--- config.mk ---
export PLATFORM = sky130hd
export DESIGN_NAME = nand_host
export DESIGN_NICKNAME = d
export VERILOG_FILES = /design/src/shared/nand_host_pkg.sv /design/src/design/nand_host.sv
export VERILOG_INCLUDE_DIRS = /design/src /design/src/shared
export SDC_FILE = /design/constraint.sdc
export NUM_CORES = 1
export LEC_CHECK = 0
export BUFFER_PORTS_ARGS = -buffer_cell sky130_fd_sc_hd__buf_2
export CORE_MARGIN = 3
export CORE_UTILIZATION = 58
export DETAILED_ROUTE_END_ITERATION = 8
export PLACE_DENSITY = 0.85
export SETUP_SLACK_MARGIN = 0.4
export SLEW_MARGIN = 20
export SYNTH_ARGS = -nofsm -noshare
export SYNTH_HDL_FRONTEND = slang
export SYNTH_SLANG_ARGS = --single-unit
--- constraint.sdc ---
create_clock -name pclk -period 7.18 [get_ports pclk]
set_clock_uncertainty 0.2 [all_clocks]
set_input_delay 0 -clock pclk [delete_from_list [all_inputs] [get_ports pclk]]
set_output_delay 0 -clock pclk [all_outputs]
set_load 0.05 [all_outputs]
--- src/shared/nand_host_defines.svh ---
`ifndef NAND_HOST_DEFINES_SVH
`define NAND_HOST_DEFINES_SVH

// register byte offsets on the apb side
`define REG_CTRL 12'h000
`define REG_STATUS 12'h004
`define REG_ID_LO 12'h008
`define REG_ID_HI 12'h00c

// control register fields
`define CTRL_OP_LSB 0
`define CTRL_WP_BIT 8
`define CTRL_RESET 32'h0000_0000

// status register fields
`define ST_ACTIVE_BIT 0
`define ST_RB_BIT 1
`define ST_REFUSED_BIT 2
`define ST_SMODE_BIT 3
`define ST_BYTE_LSB 8
`define ST_CUR_FAIL_BIT 16
`define ST_PREV_FAIL_BIT 17
`define ST_UNPROT_BIT 18
`define ST_PAGE_RDY_BIT 19
`define ST_CACHE_RDY_BIT 20
`define ST_MISMATCH_BIT 21

// status byte bit positions on the i/o port
`define SB_FAIL_CUR 0
`define SB_FAIL_PREV 1
`define SB_PAGE_RDY 5
`define SB_CACHE_RDY 6
`define SB_UNPROT 7

// id byte field positions
`define ID_CHIPS_LSB 0
`define ID_CELL_LSB 2
`define ID_PAGE_LSB 0
`define ID_BLOCK_LSB 4
`define ID_WIDTH_BIT 6
`define ID_DIST_LSB 2

// command codes the controller may send, plus cache codes it only checks status against
`define CMD_READ 8'h00
`define CMD_ID 8'h90
`define CMD_STATUS 8'h70
`define CMD_DIST 8'h71
`define CMD_RESET 8'hff
`define CMD_CACHE_PROG 8'h15
`define CMD_CACHE_READ 8'h31
`define ADDR_ID 8'h00
`define ID_BYTES 5

// strobe timing
`define T_CLK_NS 10
`define T_STROBE_NS 25
`define STROBE_CYCLES ((`T_STROBE_NS + `T_CLK_NS - 1) / `T_CLK_NS)
`define SYNC_EXTRA 2

`endif

--- src/shared/nand_host_pkg.sv ---
package nand_host_pkg;

	typedef enum logic [2:0] {
		OP_ID = 3'h0,
		OP_STATUS = 3'h1,
		OP_DIST = 3'h2,
		OP_RESET = 3'h3,
		OP_RESUME = 3'h4,
		OP_POLL = 3'h5
	} op_t;

	typedef enum logic [1:0] {
		STEP_CMD = 2'h0,
		STEP_ADDR = 2'h1,
		STEP_READ = 2'h2,
		STEP_END = 2'h3
	} step_kind_t;

	// gray codes along idle-setup-pulse-hold-done
	typedef enum logic [2:0] {
		S_IDLE = 3'b000,
		S_SETUP = 3'b001,
		S_PULSE = 3'b011,
		S_HOLD = 3'b010,
		S_DONE = 3'b110
	} state_t;

endpackage

--- src/design/nand_host.sv ---
`timescale 1ns/1ps
`include "nand_host_defines.svh"

module nand_host
	import nand_host_pkg::*;
#(
	parameter int STROBE_CYCLES = `STROBE_CYCLES
) (
	input wire logic pclk,
	input wire logic presetn,
	input wire logic psel,
	input wire logic penable,
	input wire logic pwrite,
	input wire logic [11:0] paddr,
	input wire logic [31:0] pwdata,
	output logic [31:0] prdata,
	output logic pready,
	output logic pslverr,
	output logic ce_n,
	output logic cle,
	output logic ale,
	output logic we_n,
	output logic read_strobe_n,
	output logic wp_n,
	input wire logic [7:0] io_in,
	output logic [7:0] io_out,
	output logic io_oe,
	input wire logic ready_busy_out
);

	localparam int PULSE_RD = STROBE_CYCLES + `SYNC_EXTRA;

	if (STROBE_CYCLES < 1 || PULSE_RD > 15) begin : g_bad_strobe
		$error("STROBE_CYCLES out of range");
	end

	state_t state;
	op_t op, req_op;
	logic [2:0] step, rd_idx, req_raw;
	logic [3:0] cnt;
	logic [7:0] io_s1, io_s2, stat_byte, last_cmd, step_byte;
	logic [7:0] id_mem [0:`ID_BYTES-1];
	step_kind_t kind;
	logic rb_s1, rb_s2, smode, refused, wp_reg;
	logic wr_en, rd_en, ctrl_wr, start_ok, mapped;

	// two flops on everything coming off the pins
	always_ff @(posedge pclk or negedge presetn) begin
		if (!presetn) begin
			io_s1 <= 8'h00;
			io_s2 <= 8'h00;
			rb_s1 <= 1'b0;
			rb_s2 <= 1'b0;
		end else begin
			io_s1 <= io_in;
			io_s2 <= io_s1;
			rb_s1 <= ready_busy_out;
			rb_s2 <= rb_s1;
		end
	end

	// step table per operation; only fixed codes can reach the pins
	always_comb begin
		kind = STEP_END;
		step_byte = 8'h00;
		unique case (op)
			OP_ID: begin
				if (step == 3'd0) begin
					kind = STEP_CMD;
					step_byte = `CMD_ID;
				end else if (step == 3'd1) begin
					kind = STEP_ADDR;
					step_byte = `ADDR_ID;
				end else if (step < 3'(2 + `ID_BYTES)) begin
					kind = STEP_READ;
				end
			end
			OP_STATUS, OP_DIST: begin
				if (step == 3'd0) begin
					kind = STEP_CMD;
					step_byte = (op == OP_DIST) ? `CMD_DIST : `CMD_STATUS;
				end else if (step == 3'd1) begin
					kind = STEP_READ;
				end
			end
			OP_RESET, OP_RESUME: begin
				if (step == 3'd0) begin
					kind = STEP_CMD;
					step_byte = (op == OP_RESET) ? `CMD_RESET : `CMD_READ;
				end
			end
			OP_POLL: kind = (step == 3'd0) ? STEP_READ : STEP_END;
			default: kind = STEP_END;
		endcase
	end

	// apb decode; zero wait states, so the answer comes in the access cycle
	assign pready = 1'b1;
	assign wr_en = psel && penable && pwrite;
	assign rd_en = psel && penable && !pwrite;
	assign mapped = (paddr == `REG_CTRL) || (paddr == `REG_STATUS) ||
		(paddr == `REG_ID_LO) || (paddr == `REG_ID_HI);
	assign pslverr = psel && penable && !mapped;
	assign ctrl_wr = wr_en && (paddr == `REG_CTRL);
	assign req_raw = pwdata[`CTRL_OP_LSB +: 3];
	assign req_op = op_t'(req_raw);

	// busy device (also power-up init) takes only the two status reads, reset and, in status mode, poll;
	// poll and resume only make sense inside status mode
	always_comb begin
		start_ok = 1'b0;
		if (state == S_IDLE) begin
			unique case (req_raw)
				3'(OP_STATUS), 3'(OP_DIST), 3'(OP_RESET): start_ok = 1'b1;
				3'(OP_ID): start_ok = rb_s2;
				3'(OP_RESUME): start_ok = smode && rb_s2;
				3'(OP_POLL): start_ok = smode;
				default: start_ok = 1'b0;
			endcase
		end
	end

	// write protect level, software owned
	always_ff @(posedge pclk or negedge presetn) begin
		if (!presetn) begin
			wp_reg <= 1'b0;
		end else if (ctrl_wr) begin
			wp_reg <= pwdata[`CTRL_WP_BIT];
		end
	end

	// refused request flag; write one to clear, a new refusal wins
	always_ff @(posedge pclk or negedge presetn) begin
		if (!presetn) begin
			refused <= 1'b0;
		end else if (ctrl_wr && !start_ok) begin
			refused <= 1'b1;
		end else if (wr_en && (paddr == `REG_STATUS) && pwdata[`ST_REFUSED_BIT]) begin
			refused <= 1'b0;
		end
	end

	// sequencer across command, address and read cycles
	always_ff @(posedge pclk or negedge presetn) begin
		if (!presetn) begin
			state <= S_IDLE;
			op <= OP_STATUS;
			step <= 3'd0;
			cnt <= 4'd0;
		end else begin
			unique case (state)
				S_IDLE: begin
					if (ctrl_wr && start_ok) begin
						op <= req_op;
						step <= 3'd0;
						state <= S_SETUP;
					end
				end
				S_SETUP: begin
					cnt <= (kind == STEP_READ) ? 4'(PULSE_RD) : 4'(STROBE_CYCLES);
					state <= S_PULSE;
				end
				S_PULSE: begin
					if (cnt == 4'd1) begin
						state <= S_HOLD;
					end
					cnt <= cnt - 4'd1;
				end
				S_HOLD: begin
					step <= step + 3'd1;
					state <= S_DONE;
				end
				S_DONE: begin
					state <= (kind == STEP_END) ? S_IDLE : S_SETUP;
				end
			endcase
		end
	end

	// pin drive, all from flops; cle/ale/data held through the hold cycle
	always_ff @(posedge pclk or negedge presetn) begin
		if (!presetn) begin
			ce_n <= 1'b1;
			cle <= 1'b0;
			ale <= 1'b0;
			we_n <= 1'b1;
			read_strobe_n <= 1'b1;
			io_out <= 8'h00;
			io_oe <= 1'b0;
			wp_n <= 1'b0;
		end else begin
			wp_n <= wp_reg;
			unique case (state)
				S_IDLE: begin
					ce_n <= !(ctrl_wr && start_ok);
					cle <= 1'b0;
					ale <= 1'b0;
					io_oe <= 1'b0;
				end
				S_SETUP: begin
					cle <= (kind == STEP_CMD);
					ale <= (kind == STEP_ADDR);
					io_out <= step_byte;
					io_oe <= (kind != STEP_READ);
					we_n <= (kind == STEP_READ);
					read_strobe_n <= (kind != STEP_READ);
				end
				S_PULSE: begin
					if (cnt == 4'd1) begin
						we_n <= 1'b1;
						read_strobe_n <= 1'b1;
					end
				end
				S_HOLD: begin
					cle <= 1'b0;
					ale <= 1'b0;
					io_oe <= 1'b0;
				end
				S_DONE: begin
					ce_n <= (kind == STEP_END);
				end
			endcase
		end
	end

	// read capture: synced data is settled by the last low cycle
	always_ff @(posedge pclk or negedge presetn) begin
		if (!presetn) begin
			rd_idx <= 3'd0;
			stat_byte <= 8'h00;
		end else if (state == S_IDLE && ctrl_wr && start_ok) begin
			rd_idx <= 3'd0;
		end else if (state == S_PULSE && cnt == 4'd1 && kind == STEP_READ) begin
			if (op == OP_ID) begin
				rd_idx <= rd_idx + 3'd1;
			end else begin
				stat_byte <= io_s2;
			end
		end
	end

	// id byte store, one slot per byte
	genvar gi;
	generate
		for (gi = 0; gi < `ID_BYTES; gi++) begin : g_id
			always_ff @(posedge pclk or negedge presetn) begin
				if (!presetn) begin
					id_mem[gi] <= 8'h00;
				end else if (state == S_PULSE && cnt == 4'd1 && kind == STEP_READ &&
					op == OP_ID && rd_idx == 3'(gi)) begin
					id_mem[gi] <= io_s2;
				end
			end
		end
	endgenerate

	// command history: status mode entry and exit, last command sent
	always_ff @(posedge pclk or negedge presetn) begin
		if (!presetn) begin
			smode <= 1'b0;
			last_cmd <= `CMD_RESET;
		end else if (state == S_HOLD && (kind == STEP_CMD)) begin
			last_cmd <= step_byte;
			smode <= (step_byte == `CMD_STATUS) || (step_byte == `CMD_DIST);
		end
	end

	// status interpretation; fail bits only count with ready shown
	logic cur_fail, prev_fail, mismatch;
	assign cur_fail = stat_byte[`SB_FAIL_CUR] && stat_byte[`SB_PAGE_RDY];
	assign prev_fail = stat_byte[`SB_FAIL_PREV] && stat_byte[`SB_CACHE_RDY];
	// no cache command is ever sent here, so a split is an anomaly
	assign mismatch = (stat_byte[`SB_PAGE_RDY] != stat_byte[`SB_CACHE_RDY]) &&
		(last_cmd != `CMD_CACHE_PROG) && (last_cmd != `CMD_CACHE_READ);

	// read mux
	always_comb begin
		prdata = 32'h0000_0000;
		if (rd_en) begin
			unique case (paddr)
				`REG_CTRL: begin
					prdata[`CTRL_WP_BIT] = wp_reg;
					prdata[`CTRL_OP_LSB +: 3] = op;
				end
				`REG_STATUS: begin
					prdata[`ST_ACTIVE_BIT] = (state != S_IDLE);
					prdata[`ST_RB_BIT] = rb_s2;
					prdata[`ST_REFUSED_BIT] = refused;
					prdata[`ST_SMODE_BIT] = smode;
					prdata[`ST_BYTE_LSB +: 8] = stat_byte;
					prdata[`ST_CUR_FAIL_BIT] = cur_fail;
					prdata[`ST_PREV_FAIL_BIT] = prev_fail;
					prdata[`ST_UNPROT_BIT] = stat_byte[`SB_UNPROT];
					prdata[`ST_PAGE_RDY_BIT] = stat_byte[`SB_PAGE_RDY];
					prdata[`ST_CACHE_RDY_BIT] = stat_byte[`SB_CACHE_RDY];
					prdata[`ST_MISMATCH_BIT] = mismatch;
				end
				`REG_ID_LO: prdata = {id_mem[3], id_mem[2], id_mem[1], id_mem[0]};
				`REG_ID_HI: begin
					prdata[7:0] = id_mem[4];
					prdata[9:8] = id_mem[2][`ID_CHIPS_LSB +: 2];
					prdata[11:10] = id_mem[2][`ID_CELL_LSB +: 2];
					prdata[13:12] = id_mem[3][`ID_PAGE_LSB +: 2];
					prdata[15:14] = id_mem[3][`ID_BLOCK_LSB +: 2];
					prdata[16] = id_mem[3][`ID_WIDTH_BIT];
					prdata[18:17] = id_mem[4][`ID_DIST_LSB +: 2];
				end
				default: prdata = 32'h0000_0000;
			endcase
		end
	end

endmodule

==> impl_metrics.tcl <==
set metrics [dict create \
    rsz0062_at_grt "false" \
    seq_area_frac_synth 0.506 \
    final.period_utilization 0.394 \
    drc 0 \
    cp_max_fo 13 \
    grt_max_degree 79 \
    status "finished, final reports clean" \
    clkTransAtPathRegs_ps 90 \
    io_buffers 77 \
    viasPerCell 5.74 \
    syn_area_mm2 0.00481 \
    dp.final_hpwl_mm 7.22 \
    slew_headroom 0.348 \
    cts-root-buf "clkbuf_8" \
    numCtsBuffers 9 \
    netlist_instances 415 \
    tns_ps 0 \
    grt_pass1_wl_mm 18.0 \
    crit_arrival_ps 2630 \
    critical_path_class "in2out" \
    crit_family "simple AND/OR/NAND/NOR gates" \
    pin_count 107 \
    cts_tree "built" \
    timing.final.hold_violations 0 \
    async_reset_ff_frac 1.00 \
    insertedDiodeCount 0 \
    drtIter0Drc 181 \
    clock_path_buffers 2 \
    largest_register_ffs 40 \
    yosysWarnings 0 \
    slew_violations 0 \
    worst_pin_slew_ps 978 \
    place.gp.congestion 0.824 \
    antenna_found_initial 0 \
    syn_to_final_growth_pct 15.8 \
    cts.htree.levels 3 \
    numClockSinks 97 \
    fmax_mhz 354 \
    synthFlopType "dfrtp_1" \
    slowest_delay_ps 800 \
    synth.distinct_cells 61 \
    clk_latency_ps 370 \
    setup_viol 0 \
    synthMostInstantiatedCell "dfrtp_1" \
    routed_wl_mm 10.7 \
    hold_ws_ps 16.0 \
    cp_cell_sequence "dlygate4sd3_1 -> buf_2 -> and2_0 -> nand4_1 -> nor2_1 -> nand2_1 -> nor2_1 -> buf_2" \
    core_mm2 0.00789 \
    hp-class "in2reg" \
    yosysTopAreaCell "dfrtp_1" \
    synth-seq-cells 97 \
    path_buf_inv 3 \
    dieArea_mm2 0.00942 \
    fp-row-count 32 \
    overflow 0 \
    ir_drop_v 0.000159 \
    crit_start "penable" \
    synth_fp_nets 483 \
    first_global_vias 3586 \
    synth_edf_count 0 \
    end_kind "output port" \
    cap_violations 0 \
    crit_slowest_cell "nor2_1" \
    route.detailed.wl_per_inst_um 17.6 \
    die-height_um 97.1 \
    die_x_um 97.1 \
    drive_above_1_share 0.346 \
    startpoint_type "input pin" \
    power_leakage_nw 2.69 \
    yosysTopAreaCellShare 0.484 \
    post-route-min-period_ps 2830 \
    regMostFlops "id_mem" \
    track_usage 0.236 \
    fillers 571 \
    syn_area_per_cell_um2 11.6 \
    power_density_mw_per_mm2 251 \
    start_util 0.610 \
    nets 566 \
    drtPass1Iterations 4 \
    hold_start "pwrite" \
    critPathRequiredTime_ps 6980 \
    synth_commonest_cells "dfrtp_1 (93), mux2_2 (59), nor2_1 (37)" \
    reg2reg_from "op[0]" \
    synth_area_leaders "dfrtp_1 (48%), mux2_2 (14%), nor2_1 (2.9%)" \
    vias 3472 \
    antenna_left 0 \
]
[logic make-up (layout without fill, tap and decap cells)]
family                   after synthesis  count (layout)  synth area share
AO/OA/AOI/OAI                         64              64            0.0903
XOR/XNOR                               3               3           0.00547
adder cells (fa/ha/maj)               10              10            0.0260
buffers and inverters                 38             126            0.0398
flip-flops                            97              97             0.506
multiplexers                          70              70             0.168
other                                  1               1          0.000780
AND/OR/NAND/NOR                      132             132             0.164
[power by group]
| part | internal (mW) | switching (mW) |
|---|---|---|
| Sequential | 0.614 | 0.0700 |
| Clock | 0.131 | 0.204 |
| Combinational | 0.136 | 0.245 |
| Total | 0.881 | 0.520 |
[cell type report]
| type | instances | area [um^2] | share of cell area |
|---|---|---|---|
| clock buffer | 10 | 128 | 0.0229 |
| clock inverter | 6 | 52.6 | 0.00944 |
| inverter | 11 | 41.3 | 0.00741 |
| multi-input combinational | 280 | 2180 | 0.392 |
| sequential | 97 | 2430 | 0.437 |
| tap | 102 | 128 | 0.0229 |
| timing repair buffer | 99 | 603 | 0.108 |
[final timing paths]
kind / cells past startpoint / endpoint / slack, ps
worst max-delay path: 8 / prdata[4] / 4350
worst max register to register: 5 / id_mem[19] / 4380
worst min-delay path: 5 / op[0] / 20
max in group asynchronous: 4 / io_out[7] / 5110
min in group asynchronous: 3 / read_strobe_n / 460
worst min register to register: 0 / io_s2[5] / 160
[worst reg2reg max path, cell delays in order (launching register included)]
cell	delay (ps)
dfstp_2	650
inv_1	100
a21oi_1	220
o21ai_2	300
nor4_4	800
mux2_2	420
[metal layers]
| layer | vias to the layer above | global-route usage | share of wire |
|---|---|---|---|
| met5 | - | 0 | 0 |
| met4 | 0 | 0.0918 | 0.020 |
| met3 | 18 | 0.0380 | 0.060 |
| met2 | 132 | 0.386 | 0.49 |
| met1 | 1683 | 0.316 | 0.43 |
| li1 | 1639 | - | - |
[what timing repair did]
| action | CTS | global route |
|---|---|---|
| buffers inserted | 0 | 0 |
| hold endpoints to repair | 110 | 0 |
| resized for setup | 0 | 0 |
| hold buffers | 20 | 0 |
[per-stage QoR]
stage          setup WS, ps   util  std cells  cell area (um^2)  total power, mW
2_1_floorplan          4560      -        415              4810            0.983
3_3_place_gp           4490  0.658        569              5190             1.05
3_5_place_dp           4420  0.658        569              5190             1.07
4_1_cts                4400  0.706        605              5570             1.40
5_1_grt                4230  0.706        605              5570             1.48
6_report               4350  0.706        605              5570             1.40
[layout by cell type, fill, tap and decap left out, types with 4 or more instances in the layout]
master / n
nand2_1: 24
clkbuf_8: 9
and2_1: 5
o21ai_0: 15
dlygate4sd3_1: 20
clkinvlp_4: 4
a22oi_1: 10
dfrtp_1: 93
inv_1: 11
nand2b_1: 4
mux2_2: 59
ha_1: 10
buf_2: 76
nor4_4: 5
and3_1: 10
a21oi_1: 14
dfstp_2: 4
a211oi_1: 5
nand4_1: 7
mux2i_1: 7
nor2_1: 37
nor3_1: 5
nor2b_1: 8
nand3_1: 5
Note: power is estimated with default switching activity, not from simulation.
